<file path="src/pkg/ext_irq_pkg.sv">
// constants, layouts and types of the external interrupt unit
package ext_irq_pkg;
  localparam int          NUM_LINES     = 31;
  localparam int          ADDR_W        = 8;
  localparam logic [7:0]  OFS_MODE      = 8'h00;
  localparam logic [7:0]  OFS_EDGE      = 8'h04;
  localparam logic [7:0]  OFS_ASYNC     = 8'h08;
  localparam logic [7:0]  OFS_FILTER    = 8'h0C;
  localparam logic [7:0]  OFS_ENABLE    = 8'h30;
  localparam logic [7:0]  OFS_DISABLE   = 8'h34;
  localparam logic [7:0]  OFS_CTRL      = 8'h38;
  localparam logic [7:0]  OFS_MASK      = 8'h40;
  localparam logic [7:0]  OFS_STATUS    = 8'h44;
  localparam logic [31:0] RESET_ZERO    = 32'h0000_0000;
  localparam logic [31:0] USED_BITS     = 32'h7FFF_FFFF;
  localparam int          NMI_BIT       = 0;
  localparam int          FILTER_TAPS   = 3;

  typedef struct packed {
    logic [NUM_LINES-1:0] level_mode;
    logic [NUM_LINES-1:0] high_rise;
    logic [NUM_LINES-1:0] async_mode;
    logic [NUM_LINES-1:0] filter_on;
  } line_cfg_t;

  typedef struct packed {
    logic              read;
    logic              write;
    logic [ADDR_W-1:0] address;
    logic [31:0]       writedata;
  } bus_req_t;
endpackage : ext_irq_pkg

</file>
<file path="src/design/external_interrupt_unit.sv">
// external interrupt unit: detection, wake and avalon register slave
`timescale 1ns/10ps
module external_interrupt_unit #(
  parameter int LINES = ext_irq_pkg::NUM_LINES
) (
  input  wire logic                               CLOCK_I,
  input  wire logic                               RST_B_I,
  input  wire logic [LINES-1:0]                   EXT_IRQ_PIN_I,
  input  wire logic                               SYNC_CLK_RUN_I,
  input  wire logic                               DEBUG_HALT_I,
  input  wire logic                               AVS_READ_I,
  input  wire logic                               AVS_WRITE_I,
  input  wire logic [ext_irq_pkg::ADDR_W-1:0]     AVS_ADDRESS_I,
  input  wire logic [31:0]                        AVS_WRITEDATA_I,
  output logic [31:0]                             AVS_READDATA_O,
  output logic                                    AVS_WAITREQUEST_O,
  output logic [LINES-1:1]                        IRQ_LINE_O,
  output logic                                    NMI_O,
  output logic                                    IRQ_O,
  output logic                                    WAKE_REQUEST_O,
  output logic                                    WAKE_TO_HANDLER_O,
  output logic                                    BUS_CLK_REQ_O
);
  ext_irq_pkg::line_cfg_t  cfg_reg;
  ext_irq_pkg::bus_req_t   req;
  logic [LINES-1:0]        enable_reg;
  logic [LINES-1:0]        mask_reg;
  logic [LINES-1:0]        status_reg;
  logic [LINES-1:0]        status_next;
  logic [LINES-1:0]        async_pend_reg;
  logic [LINES-1:0]        tap0_reg;
  logic [LINES-1:0]        tap1_reg;
  logic [LINES-1:0]        tap2_reg;
  logic [LINES-1:0]        filt_reg;
  logic [LINES-1:0]        filt_prev_reg;
  logic [LINES-1:0]        majority;
  logic [LINES-1:0]        filt_next;
  logic [LINES-1:0]        sync_event;
  logic [LINES-1:0]        async_hit;
  logic [LINES-1:0]        clear_bits;
  logic                    ack_reg;
  logic                    wr_take;
  logic                    bus_clk_reg;

  function automatic logic [LINES-1:0] field(input logic [31:0] d);
    field = d[LINES-1:0];
  endfunction : field

  function automatic logic [31:0] widen(input logic [LINES-1:0] d);
    widen = ext_irq_pkg::USED_BITS & {{(32-LINES){1'b0}}, d};
  endfunction : widen

  assign req.read      = AVS_READ_I;
  assign req.write     = AVS_WRITE_I;
  assign req.address   = AVS_ADDRESS_I;
  assign req.writedata = AVS_WRITEDATA_I;

  // one wait cycle per access; keeps read data registered
  assign AVS_WAITREQUEST_O = (req.read | req.write) & ~ack_reg;
  assign wr_take           = req.write & ack_reg;

  always_ff @(posedge CLOCK_I or negedge RST_B_I)
  begin
    if (!RST_B_I)
      ack_reg <= 1'b0;
    else
      ack_reg <= (req.read | req.write) & ~ack_reg;
  end

  always_ff @(posedge CLOCK_I or negedge RST_B_I)
  begin
    if (!RST_B_I)
      AVS_READDATA_O <= ext_irq_pkg::RESET_ZERO;
    else if (req.read && !ack_reg)
    begin
      case (req.address)
        ext_irq_pkg::OFS_MODE:   AVS_READDATA_O <= widen(cfg_reg.level_mode);
        ext_irq_pkg::OFS_EDGE:   AVS_READDATA_O <= widen(cfg_reg.high_rise);
        ext_irq_pkg::OFS_ASYNC:  AVS_READDATA_O <= widen(cfg_reg.async_mode);
        ext_irq_pkg::OFS_FILTER: AVS_READDATA_O <= widen(cfg_reg.filter_on);
        ext_irq_pkg::OFS_CTRL:   AVS_READDATA_O <= widen(enable_reg);
        ext_irq_pkg::OFS_MASK:   AVS_READDATA_O <= widen(mask_reg);
        ext_irq_pkg::OFS_STATUS: AVS_READDATA_O <= widen(status_reg);
        default:                 AVS_READDATA_O <= ext_irq_pkg::RESET_ZERO;
      endcase
    end
  end

  always_ff @(posedge CLOCK_I or negedge RST_B_I)
  begin
    if (!RST_B_I)
      cfg_reg <= '0;
    else if (wr_take)
    begin
      case (req.address)
        ext_irq_pkg::OFS_MODE:   cfg_reg.level_mode <= field(req.writedata);
        ext_irq_pkg::OFS_EDGE:   cfg_reg.high_rise  <= field(req.writedata);
        ext_irq_pkg::OFS_ASYNC:  cfg_reg.async_mode <= field(req.writedata);
        ext_irq_pkg::OFS_FILTER: cfg_reg.filter_on  <= field(req.writedata);
        default:                 cfg_reg <= cfg_reg;
      endcase
    end
  end

  // enable is set by one register, cleared by the write-only disable register
  always_ff @(posedge CLOCK_I or negedge RST_B_I)
  begin
    if (!RST_B_I)
      enable_reg <= '0;
    else if (wr_take && req.address == ext_irq_pkg::OFS_ENABLE)
      enable_reg <= enable_reg | field(req.writedata);
    else if (wr_take && req.address == ext_irq_pkg::OFS_DISABLE)
      enable_reg <= enable_reg & ~field(req.writedata);
  end

  always_ff @(posedge CLOCK_I or negedge RST_B_I)
  begin
    if (!RST_B_I)
      mask_reg <= '0;
    else if (wr_take && req.address == ext_irq_pkg::OFS_MASK)
      mask_reg <= field(req.writedata);
  end

  // filter and sync detection only move while the sync clock runs
  always_comb
  begin
    majority  = (tap0_reg & tap1_reg) | (tap1_reg & tap2_reg) | (tap0_reg & tap2_reg);
    filt_next = (cfg_reg.filter_on & majority) | (~cfg_reg.filter_on & tap0_reg);
  end

  always_ff @(posedge CLOCK_I or negedge RST_B_I)
  begin
    if (!RST_B_I)
    begin
      tap0_reg      <= '0;
      tap1_reg      <= '0;
      tap2_reg      <= '0;
      filt_reg      <= '0;
      filt_prev_reg <= '0;
    end
    else if (SYNC_CLK_RUN_I)
    begin
      tap0_reg      <= EXT_IRQ_PIN_I;
      tap1_reg      <= tap0_reg;
      tap2_reg      <= tap1_reg;
      filt_reg      <= filt_next;
      filt_prev_reg <= filt_reg;
    end
  end

  // level, rising or falling; debug halt is deliberately not a term here
  always_comb
  begin
    // detectors only report while the sync clock runs, frozen filter must not re-fire
    sync_event = {LINES{SYNC_CLK_RUN_I}} & enable_reg & ~cfg_reg.async_mode & (
        (cfg_reg.level_mode & ~(filt_reg ^ cfg_reg.high_rise))
      | (~cfg_reg.level_mode & cfg_reg.high_rise & filt_reg & ~filt_prev_reg)
      | (~cfg_reg.level_mode & ~cfg_reg.high_rise & ~filt_reg & filt_prev_reg));
  end

  // async path looks at the raw pin, no sync clock term: catches short spikes
  assign async_hit = enable_reg & cfg_reg.async_mode
                   & ~(EXT_IRQ_PIN_I ^ cfg_reg.high_rise);

  always_ff @(posedge CLOCK_I or negedge RST_B_I)
  begin
    if (!RST_B_I)
      async_pend_reg <= '0;
    else
      async_pend_reg <= (async_pend_reg | async_hit)
                      & ~({LINES{SYNC_CLK_RUN_I}} & async_pend_reg);
  end

  assign clear_bits = (wr_take && req.address == ext_irq_pkg::OFS_STATUS)
                    ? field(req.writedata) : '0;

  // set beats a clear in the same cycle
  always_comb
  begin
    status_next = (status_reg & ~clear_bits) | sync_event
                | ({LINES{SYNC_CLK_RUN_I}} & async_pend_reg);
  end

  always_ff @(posedge CLOCK_I or negedge RST_B_I)
  begin
    if (!RST_B_I)
      status_reg <= '0;
    else
      status_reg <= status_next;
  end

  always_ff @(posedge CLOCK_I or negedge RST_B_I)
  begin
    if (!RST_B_I)
      bus_clk_reg <= 1'b0;
    else
      bus_clk_reg <= 1'b1;
  end

  assign BUS_CLK_REQ_O     = bus_clk_reg;
  assign IRQ_LINE_O        = status_reg[LINES-1:1] & mask_reg[LINES-1:1];
  assign NMI_O             = status_reg[ext_irq_pkg::NMI_BIT];
  assign IRQ_O             = |(status_reg & mask_reg);
  assign WAKE_REQUEST_O    = |(async_hit | async_pend_reg);
  assign WAKE_TO_HANDLER_O = |((async_hit | async_pend_reg) & mask_reg);

  ack_one_wait_a: assert property (@(posedge CLOCK_I) disable iff (!RST_B_I)
    (AVS_READ_I | AVS_WRITE_I) && !ack_reg |=> ack_reg)
    else $error("bus access not acknowledged after one wait cycle");
  enable_reset_a: assert property (@(posedge CLOCK_I) disable iff (!RST_B_I)
    $rose(RST_B_I) |-> enable_reg == '0)
    else $error("inputs enabled after reset");
  disable_clears_a: assert property (@(posedge CLOCK_I) disable iff (!RST_B_I)
    wr_take && AVS_ADDRESS_I == ext_irq_pkg::OFS_DISABLE |=>
      (enable_reg & field($past(AVS_WRITEDATA_I))) == '0)
    else $error("disable write left an input enabled");
  nmi_disable_a: assert property (@(posedge CLOCK_I) disable iff (!RST_B_I)
    wr_take && AVS_ADDRESS_I == ext_irq_pkg::OFS_DISABLE && !AVS_WRITEDATA_I[0]
      |=> enable_reg[0] == $past(enable_reg[0]))
    else $error("zero in disable bit changed nmi enable");
  sync_frozen_a: assert property (@(posedge CLOCK_I) disable iff (!RST_B_I)
    !SYNC_CLK_RUN_I |=> $stable(filt_reg) && $stable(tap0_reg))
    else $error("filter moved with sync clock halted");
  async_wake_a: assert property (@(posedge CLOCK_I) disable iff (!RST_B_I)
    |async_hit |-> WAKE_REQUEST_O ##1 (WAKE_REQUEST_O || SYNC_CLK_RUN_I))
    else $error("async spike gave no held wake");
  wake_status_a: assert property (@(posedge CLOCK_I) disable iff (!RST_B_I)
    (async_pend_reg != '0) && SYNC_CLK_RUN_I |=>
      (status_reg & $past(async_pend_reg)) == $past(async_pend_reg))
    else $error("status missed event on sync clock restart");
  line_mask_a: assert property (@(posedge CLOCK_I) disable iff (!RST_B_I)
    IRQ_LINE_O == (status_reg[LINES-1:1] & mask_reg[LINES-1:1]) && (IRQ_O == |(status_reg & mask_reg)))
    else $error("request lines disagree with status and mask");
  nmi_unmasked_a: assert property (@(posedge CLOCK_I) disable iff (!RST_B_I)
    status_reg[0] && !mask_reg[0] |-> NMI_O)
    else $error("nmi gated by mask");
  debug_run_a: assert property (@(posedge CLOCK_I) disable iff (!RST_B_I)
    DEBUG_HALT_I && |sync_event |=> (status_reg & $past(sync_event)) == $past(sync_event))
    else $error("detection stopped under debug halt");
  handler_wake_a: assert property (@(posedge CLOCK_I) disable iff (!RST_B_I)
    WAKE_TO_HANDLER_O |-> WAKE_REQUEST_O && |(mask_reg & (async_hit | async_pend_reg)))
    else $error("handler wake without masked source");
  bus_clk_on_a: assert property (@(posedge CLOCK_I) disable iff (!RST_B_I)
    $rose(RST_B_I) |-> ##[1:2] BUS_CLK_REQ_O)
    else $error("bus clock request not raised");
  halted_quiet_a: assert property (@(posedge CLOCK_I) disable iff (!RST_B_I)
    !SYNC_CLK_RUN_I |-> sync_event == '0)
    else $error("sync detector active with sync clock halted");
  set_wins_a: assert property (@(posedge CLOCK_I) disable iff (!RST_B_I)
    (clear_bits & sync_event) != '0 |=> (status_reg & $past(sync_event)) == $past(sync_event))
    else $error("status clear beat a new event");
  enable_set_a: assert property (@(posedge CLOCK_I) disable iff (!RST_B_I)
    wr_take && AVS_ADDRESS_I == ext_irq_pkg::OFS_ENABLE |=>
      (enable_reg & field($past(AVS_WRITEDATA_I))) == field($past(AVS_WRITEDATA_I)))
    else $error("enable write left an input disabled");
endmodule : external_interrupt_unit

</file>
<file path="config.mk">
export PLATFORM = sky130hd
export DESIGN_NAME = external_interrupt_unit
export DESIGN_NICKNAME = d
export VERILOG_FILES = /design/src/pkg/ext_irq_pkg.sv /design/src/design/external_interrupt_unit.sv
export SDC_FILE = /design/constraint.sdc
export NUM_CORES = 1
export LEC_CHECK = 0
export BUFFER_PORTS_ARGS = -buffer_cell sky130_fd_sc_hd__clkbuf_2
export CAP_MARGIN = 15
export CORE_MARGIN = 2
export CORE_UTILIZATION = 25
export CTS_CLUSTER_SIZE = 30
export DETAILED_ROUTE_END_ITERATION = 8
export GPL_ROUTABILITY_DRIVEN = 0
export PLACE_DENSITY = 0.52
export SETUP_SLACK_MARGIN = 0.02
export SLEW_MARGIN = 20
export SYNTH_ARGS = -nofsm -noshare
export SYNTH_HDL_FRONTEND = slang
export SYNTH_SLANG_ARGS = --single-unit
export TNS_END_PERCENT = 1
</file>
<file path="constraint.sdc">
create_clock -name CLOCK_I -period 2.05 [get_ports CLOCK_I]
set_input_delay 0 -clock CLOCK_I [delete_from_list [all_inputs] [get_ports CLOCK_I]]
set_output_delay 0 -clock CLOCK_I [all_outputs]
set_load 0.01 [all_outputs]
</file>
==> results.json, run 1 <==
{
  "worstPathRequired_ns": 2.05,
  "antenna_found_initial": 2,
  "io_pins": 145,
  "synth_area_leader_cell": "dfrtp_1",
  "utilization_pct": 31.6,
  "synth_top_family_by_area": "multiplexers",
  "p_seq_share_pct": 45.3,
  "synth.most_common_cell": "dfrtp_1",
  "finalPower_mw": 22.1,
  "fin_cells": 3118,
  "drc_errors": 0,
  "fillers": 8214,
  "die_y_um": 293,
  "path_class": "reg2out",
  "place_inst": 2954,
  "area_growth_pct": 24.8,
  "clk_latency_ns": 0.61,
  "timing.rr.start": "ack_reg$_DFF_PN0_",
  "largest_reg_flops": 124,
  "synthAdderAreaFrac_pct": 0,
  "nNetsFinal": 2086,
  "dp_hpwl_mm": 50.2,
  "dieArea_um2": 85800,
  "yosysWarnings": 0,
  "status": "finished, violations left",
  "wire_per_inst_um": 22.9,
  "power_frac_comb_pct": 12.5,
  "syn_area_um2": 20900,
  "dp_slack_ns": -0.173,
  "port_buffers": 141,
  "ctsRootBufferMaster": "clkbuf_16",
  "fin_skew_ns": 0.0294,
  "initial_core_util_pct": 25.3,
  "end_kind": "output port",
  "cts_buffers": 51,
  "crit_path_start_kind": "register",
  "slew_headroom_pct": 59.8,
  "syn_inst": 1729,
  "setup-violations-final": 3,
  "cpPeakStageDelay_ns": 0.43,
  "hold_slack_ns": 0.0154,
  "fmax_mhz": 384,
  "grt_max_degree": 91,
  "coreArea_um2": 82400,
  "synth_top_cell_area_share_pct": 52.3,
  "track_usage_pct": 16.5,
  "period_share_pct": 127,
  "rsz0062_at_grt": "yes",
  "clkTransAtPathRegs_ns": 0.06,
  "synth_flop_cell": "dfrtp_1",
  "fin_ws_ns": -0.553,
  "yosys.area_share.xor_xnor_pct": 2.81,
  "ant_nets": 0,
  "drv_slew": 0,
  "ir_worst_vdd_mv": 0.582,
  "syn_area_per_cell_um2": 12.1,
  "ys_async_sr_fraction_pct": 100,
  "critPathMaxFanout": 2,
  "drt_iter0_drc": 1268,
  "clock_sink_count": 436,
  "synthTopCellsByCount": "436 x dfrtp_1, 275 x mux2_2, 102 x a21oi_1",
  "maxCapViolations": 0,
  "grt_pass1_vias": 16200,
  "hp-class": "in2reg",
  "critPathLaunch": "mask_reg[28]$_DFFE_PN0P_",
  "drt-total-wl_mm": 71.3,
  "p_per_area_nw_per_um2": 848,
  "grt_overflow": 0,
  "clockPowerShare_pct": 42.1,
  "drtPass1Iterations": 5,
  "fp-row-count": 105,
  "diodes": 0,
  "p_sw_share_pct": 26.2,
  "vias": 15700,
  "worstMarginPinSlew_ns": 0.594,
  "layout_min_cycle_time_ns": 2.60,
  "ys_seq_area_share_pct": 52.3,
  "synth_edf_count": 0,
  "synth.distinct_cells": 60,
  "synth_compound_area_share_pct": 11.8,
  "synth_simple_gate_area_share_pct": 9.56,
  "htreeDepth": 2,
  "p_leak_nw": 11.8,
  "yosys-top-cells-area": "dfrtp_1 52%, mux2_2 15%, mux2i_1 3.0%",
  "arrival_ns": 2.60,
  "power.switching_mw": 5.78,
  "die_x_um": 293,
  "p_int_mw": 16.3,
  "synth_nets": 1806,
  "clockBufferDepth": 3,
  "hold_viol": 0,
  "synth_mux_area_share_pct": 20.8,
  "crit_path_cell_trace": "and2_4, a2111o_1, or4_4, nor3_2, buf_4, nand4_1, clkbuf_2",
  "min-delay-start": "EXT_IRQ_PIN_I[6]",
  "drive_above_1_share_pct": 33.1,
  "violations": "negative setup slack",
  "routed_via_density": 5.03,
  "grt_pass1_wl_mm": 106,
  "slowest_stage": "or4_4",
  "tritoncts": "yes",
  "ys_ff_latch": 436
}
==> power groups by stage <==
stage,combinational [mW],sequential (mW),clock [mW]
global placement,2.59,10.1,0
floorplan,1.56,9.97,0
finish,2.77,10.0,9.30
CTS,2.80,10.0,9.53
detailed placement,2.65,10.2,0
global route,3.03,10.1,9.87
==> worst paths after layout <==
check / to / slack [ns] / depth (start not counted)
min in group asynchronous: filt_reg[10]$_DFFE_PN0P_ / 0.14 / 3
setup reg to reg: AVS_READDATA_O[28]$_DFFE_PN0P_ / 0.13 / 6
max in group asynchronous: tap0_reg[28]$_DFFE_PN0P_ / 1.42 / 3
hold reg to reg: tap2_reg[24]$_DFFE_PN0P_ / 0.51 / 1
setup / recovery: IRQ_O / -0.55 / 7
hold / removal: async_pend_reg[6]$_DFF_PN0_ / 0.02 / 5
==> cells in the final DEF (no fill, tap or decap), types with 25 or more instances in the layout <==
cell type and n:
a21oi_1 102, a22o_1 49, a22oi_1 35, and2_1 30, buf_4 84, clkbuf_16 52
clkbuf_2 139, dfrtp_1 436, dlygate4sd3_1 69, inv_1 29, mux2_1 42, mux2_2 275
mux2i_1 62, nand2_1 79, nand2b_1 44, nand3_1 45, nand4_1 25, nor2_1 71
o21ai_0 43, o2bb2ai_1 26, xnor2_1 30, xor2_1 37
==> per-layer routing <==
metal	vias to the layer above	GRT usage (%)	routed length (um)
met2	566	26.5	33000
met1	8032	21.5	30400
li1	6947	-	-
met4	4	5.35	2120
met5	-	0	26
met3	129	4.44	5650
==> worst max-delay path, delay by kind of cell, from the launching register on <==
| family | cells | cell delay [ns] |
|---|---|---|
| flops | 1 | 0.37 |
| buf+inv | 2 | 0.35 |
| compound gates | 1 | 0.38 |
| simple gates | 4 | 0.88 |
==> area by class of cell <==
| cell class | instances | area [um2] | share of cell area, % |
|---|---|---|---|
| flip-flops and latches | 436 | 10900 | 41.9 |
| multi-input cells | 1175 | 9510 | 36.5 |
| repair buffers | 315 | 2470 | 9.50 |
| clock buffers | 71 | 1450 | 5.58 |
| well taps | 1070 | 1340 | 5.14 |
| clock inverters | 21 | 250 | 0.961 |
| inverters | 30 | 113 | 0.432 |
==> per-stage QoR <==
| step | area [um2] | setup TNS, ns |
|---|---|---|
| detailed placement | 23500 | -0.200 |
| global placement | 23500 | -0.260 |
| finish | 26100 | -1.50 |
| CTS | 26100 | -1.48 |
| floorplan | 20900 | 0 |
| global route | 26100 | -1.86 |
==> what timing repair did <==
action,4_1_cts,5_1_grt
resized for setup,15,0
endpoints found under the setup margin,3,3
pin swaps,9,1
hold endpoints to repair,715,0
setup buffers,2,0
hold buffers,70,0
==> cells by family after synthesis <==
logic type,after synthesis
multiplexers,389
XOR/XNOR,67
AO/OA/AOI/OAI,352
other,2
buffers and inverters,118
AND/OR/NAND/NOR,365
flip-flops,436
Note: power is estimated with default switching activity, not from simulation.
==> run 2: changes to the inputs <==
--- a/config.mk
+++ b/config.mk
@@ -13,9 +13,9 @@
 export DETAILED_ROUTE_END_ITERATION = 8
 export GPL_ROUTABILITY_DRIVEN = 0
 export PLACE_DENSITY = 0.52
-export SETUP_SLACK_MARGIN = 0.02
+export SETUP_SLACK_MARGIN = 0.4
 export SLEW_MARGIN = 20
 export SYNTH_ARGS = -nofsm -noshare
 export SYNTH_HDL_FRONTEND = slang
 export SYNTH_SLANG_ARGS = --single-unit
-export TNS_END_PERCENT = 1
+export TNS_END_PERCENT = 100
==> results.json, run 2 (same netlist as run 1, synthesis figures left out) <==
{
  "worstPathRequired_ns": 2.05,
  "hold_viol": 0,
  "fp-row-count": 105,
  "reg2reg_depth": 8,
  "ctsRootBufferMaster": "clkbuf_16",
  "cts_buffers": 50,
  "grt_max_degree": 66,
  "die_y_um": 293,
  "final_area_um2": 28500,
  "largest_reg_flops": 124,
  "p_per_area_nw_per_um2": 785,
  "wire_per_inst_um": 24.7,
  "drt_iter0_drc": 1210,
  "drt-total-wl_mm": 78.6,
  "finalPower_mw": 22.4,
  "postPlaceCellArea_um2": 23600,
  "routed_via_density": 5.12,
  "crit_path_start_kind": "register",
  "clock_sink_count": 436,
  "clockBufferDepth": 3,
  "end_kind": "output port",
  "grt_overflow": 0,
  "rsz0062_at_grt": "yes",
  "fin_ws_ns": -0.613,
  "tns_ns": -1.44,
  "slew_headroom_pct": 54.5,
  "ir_worst_vdd_mv": 0.582,
  "tritoncts": "yes",
  "port_buffers": 141,
  "worstMarginPinSlew_ns": 0.682,
  "clk_latency_ns": 0.61,
  "status": "finished, violations left",
  "diodes": 0,
  "dp_hpwl_mm": 50.7,
  "p_leak_nw": 13.2,
  "drive_above_1_share_pct": 42.9,
  "io_pins": 145,
  "final_cell_mix": "426 x dfrtp_1, 171 x mux2_4, 156 x mux2_2, 135 x clkbuf_2, 90 x buf_4",
  "clkTransAtPathRegs_ns": 0.06,
  "vias": 16300,
  "dp_slack_ns": -0.111,
  "fmax_mhz": 376,
  "area_growth_pct": 36.6,
  "ant_nets": 0,
  "die_x_um": 293,
  "setup-violations-final": 3,
  "dieArea_um2": 85800,
  "drv_slew": 0,
  "path_class": "reg2out",
  "coreArea_um2": 82400,
  "period_share_pct": 130,
  "place_inst": 2961,
  "nNetsFinal": 2152,
  "initial_core_util_pct": 25.3,
  "arrival_ns": 2.66,
  "critPathMaxFanout": 2,
  "grt_pass1_wl_mm": 112,
  "track_usage_pct": 17.4,
  "antenna_found_initial": 3,
  "fin_cells": 3182,
  "grt_pass1_vias": 16800,
  "htreeDepth": 2,
  "violations": "negative setup slack",
  "fin_skew_ns": 0.0291,
  "hp-class": "in2async",
  "maxCapViolations": 0,
  "final_common_cell": "dfrtp_1",
  "layout_min_cycle_time_ns": 2.66,
  "drtPass1Iterations": 5,
  "drc_errors": 0
}
-- run 2: timing repair --
action | 4_1_cts | 5_1_grt
hold endpoints to repair | 748 | 0
hold buffers | 76 | 0
cloned | 8 | 11
setup endpoints to repair | 83 | 210
pin swaps | 58 | 25
gates resized for setup | 328 | 114
buffers inserted | 22 | 15
-- run 2: final cells by class --
class                      count  area (um2)
clock buffer                  70        1480
clock inverter                19         238
fill                        8025       53900
inverter                      30         113
multi-input combinational   1176       10900
sequential                   436       10900
tap                         1070        1340
timing repair buffer         381        3560
-- run 2: path summary, 6_finish.rpt --
| kind | startpoint | to | slack, ns |
|---|---|---|---|
| max | mask_reg[28]$_DFFE_PN0P_ | IRQ_O | -0.61 |
| min | RST_B_I | cfg_reg[98]$_DFFE_PN0P_ | 0.008 |
| max reg2reg | ack_reg$_DFF_PN0_ | AVS_READDATA_O[13]$_DFFE_PN0P_ | 0.14 |
| min reg2reg | tap2_reg[17]$_DFFE_PN0P_ | tap2_reg[17]$_DFFE_PN0P_ | 0.50 |
| max in group asynchronous | RST_B_I | cfg_reg[77]$_DFFE_PN0P_ | 1.20 |
| min in group CLOCK_I | EXT_IRQ_PIN_I[10] | async_pend_reg[10]$_DFF_PN0_ | 0.02 |
-- run 2: routing by layer --
layer	up-vias	GRT usage [%]	share of wire [%]
li1	7074	-	-
met1	8457	23.0	43
met2	618	28.1	46
met3	147	4.57	8.3
met4	8	4.68	2.9
met5	-	0	0.14
-- run 2: report_power, final --
part	switching (mW)	leakage, nW	internal, mW
Combinational	1.49	6.66	1.54
Sequential	0.664	5.67	9.36
Clock	3.71	0.840	5.63
-- run 2: worst max-delay path: stages, from the launching register on --
cell and delay (ns):
dfrtp_1 0.38, and2_4 0.16, a2111o_1 0.39, or4_4 0.44
nor3_2 0.12, buf_4 0.14, nand4_1 0.21, buf_2 0.23
-- run 2: through the flow --
| stage | hold WS [ns] | util, % |
|---|---|---|
| finish | 0.00837 | 34.6 |
| global route | 0.0283 | 34.6 |
| CTS | -0.00000439 | 33.7 |
| detailed placement | 0.0441 | 28.7 |
| global placement | 0.0380 | 28.7 |
| floorplan | -0.296 | - |
==> run 3: changes to the inputs <==
--- a/config.mk
+++ b/config.mk
@@ -7,7 +7,7 @@
 export LEC_CHECK = 0
 export BUFFER_PORTS_ARGS = -buffer_cell sky130_fd_sc_hd__clkbuf_2
 export CAP_MARGIN = 15
-export CORE_MARGIN = 2
+export CORE_MARGIN = 3
 export CORE_UTILIZATION = 25
 export CTS_CLUSTER_SIZE = 30
 export DETAILED_ROUTE_END_ITERATION = 8
@@ -18,4 +18,4 @@
 export SYNTH_ARGS = -nofsm -noshare
 export SYNTH_HDL_FRONTEND = slang
 export SYNTH_SLANG_ARGS = --single-unit
-export TNS_END_PERCENT = 100
+export TNS_END_PERCENT = 50
==> results.json, run 3 (same netlist as run 1, synthesis figures left out) <==
{
  "regToRegSetupSlack_ns": 0.05,
  "final_cell_mix": "431 x dfrtp_1, 171 x mux2_4, 156 x mux2_2, 137 x clkbuf_2, 84 x buf_4",
  "vias": 16000,
  "fin_cells": 3157,
  "fin_skew_ns": 0.0278,
  "place_inst": 2954,
  "die_y_um": 295,
  "tritoncts": "yes",
  "cts_buffers": 51,
  "grt_max_degree": 78,
  "status": "finished, violations left",
  "grt_pass1_wl_mm": 112,
  "clockBufferDepth": 3,
  "critPathLaunch": "mask_reg[30]$_DFFE_PN0P_",
  "end_kind": "output port",
  "wire_per_inst_um": 24.1,
  "coreArea_um2": 82400,
  "clock_sink_count": 436,
  "ir_worst_vdd_mv": 0.575,
  "grt_pass1_vias": 16700,
  "drt_iter0_drc": 1119,
  "drtPass1Iterations": 8,
  "ant_nets": 0,
  "port_buffers": 141,
  "crit_path_start_kind": "register",
  "drv_slew": 0,
  "hp-class": "in2reg",
  "path_class": "reg2out",
  "period_share_pct": 127,
  "rsz0062_at_grt": "yes",
  "io_pins": 145,
  "diodes": 0,
  "layout_min_cycle_time_ns": 2.60,
  "p_leak_nw": 12.9,
  "cp-endpoint": "IRQ_O",
  "antenna_found_initial": 1,
  "multi_input_area_um2": 10900,
  "fillers": 8088,
  "slew_headroom_pct": 63.4,
  "clkTransAtPathRegs_ns": 0.06,
  "arrival_ns": 2.60,
  "die_x_um": 295,
  "maxCapViolations": 0,
  "initial_core_util_pct": 25.3,
  "timing.rr.start": "ack_reg$_DFF_PN0_",
  "clk_latency_ns": 0.61,
  "drive_above_1_share_pct": 42.5,
  "routed_via_density": 5.07,
  "r2r-end": "AVS_READDATA_O[24]$_DFFE_PN0P_",
  "fmax_mhz": 384,
  "final_common_cell": "dfrtp_1",
  "nNetsFinal": 2125,
  "drc_errors": 0,
  "worstMarginPinSlew_ns": 0.548,
  "drt-total-wl_mm": 76.1,
  "fp-row-count": 105,
  "p_per_area_nw_per_um2": 788,
  "grt_overflow": 0,
  "setup-violations-final": 3,
  "ff_latch_area_um2": 10900,
  "area_growth_pct": 33.9,
  "track_usage_pct": 17.2,
  "fin_ws_ns": -0.553,
  "hold_slack_ns": 0.0231,
  "critPathMaxFanout": 2,
  "dp_hpwl_mm": 50.2,
  "htreeDepth": 2,
  "largest_reg_flops": 124,
  "reg2reg_depth": 9,
  "hold_viol": 0,
  "dieArea_um2": 87000,
  "violations": "negative setup slack",
  "worstPathRequired_ns": 2.05,
  "ctsRootBufferMaster": "clkbuf_16"
}
## run 3: power breakdown
part | leakage (nW) | switching [mW] | internal [mW]
logic | 6.44 | 1.47 | 1.53
clock network | 0.811 | 3.72 | 5.29
registers | 5.68 | 0.666 | 9.36
total | 12.9 | 5.85 | 16.2
## run 3: worst max-delay path, stage by stage, from the launching register on
cell and delay [ns]:
dfrtp_1 0.39, and2_4 0.15, a2111o_1 0.38, or4_4 0.45
nor3_2 0.12, buf_4 0.14, nand4_1 0.19, clkbuf_2 0.20
## run 3: cell type report
type	instances	area share, %
Sequential cell	436	39.0
Tap cell	1070	4.79
Clock inverter	15	0.506
Timing Repair Buffer	353	11.1
Clock buffer	77	5.38
Inverter	30	0.403
Multi-Input combinational cell	1176	38.8
## run 3: per-layer routing
layer | share of wire, % | GRT usage, % | wire, um | vias to the layer above
met3 | 7.0 | 3.56 | 5300 | 138
li1 | - | - | - | 7008
met1 | 44 | 23.2 | 33300 | 8356
met5 | 0.017 | 0 | 13 | -
met2 | 46 | 27.8 | 35000 | 512
met4 | 3.2 | 5.14 | 2450 | 2
## run 3: timing repair
item,4_1_cts,5_1_grt
pin swaps,56,67
gates resized for setup,306,120
setup endpoints to repair,95,210
gates cloned,6,5
hold endpoints to repair,720,0
buffers inserted,24,8
hold buffers,68,0
## run 3: how the worst min path moves through the flow
stage / cells past startpoint / start / slack, ns / to
finish: 4 / EXT_IRQ_PIN_I[9] / 0.02 / async_pend_reg[9]$_DFF_PN0_
global route: 4 / EXT_IRQ_PIN_I[0] / 0.03 / async_pend_reg[0]$_DFF_PN0_
CTS: 4 / EXT_IRQ_PIN_I[0] / 0.008 / async_pend_reg[0]$_DFF_PN0_
detailed placement: 1 / RST_B_I / -0.04 / AVS_READDATA_O[5]$_DFFE_PN0P_
global placement: 1 / RST_B_I / -0.03 / tap2_reg[5]$_DFFE_PN0P_
floorplan: 0 / RST_B_I / -0.30 / AVS_READDATA_O[0]$_DFFE_PN0P_
## run 3: per-stage QoR
step	area [um2]	util, %	TNS (ns)	power, mW	worst slack [ns]
6_report	28000	33.9	-1.40	22.0	-0.553
5_1_grt	28000	33.9	-1.71	23.0	-0.660
4_1_cts	27300	33.2	-1.38	22.1	-0.630
3_5_place_dp	23600	28.6	-0.191	12.8	-0.191
3_3_place_gp	23600	28.6	-0.215	12.7	-0.215
2_1_floorplan	20900	-	0	11.5	0.364
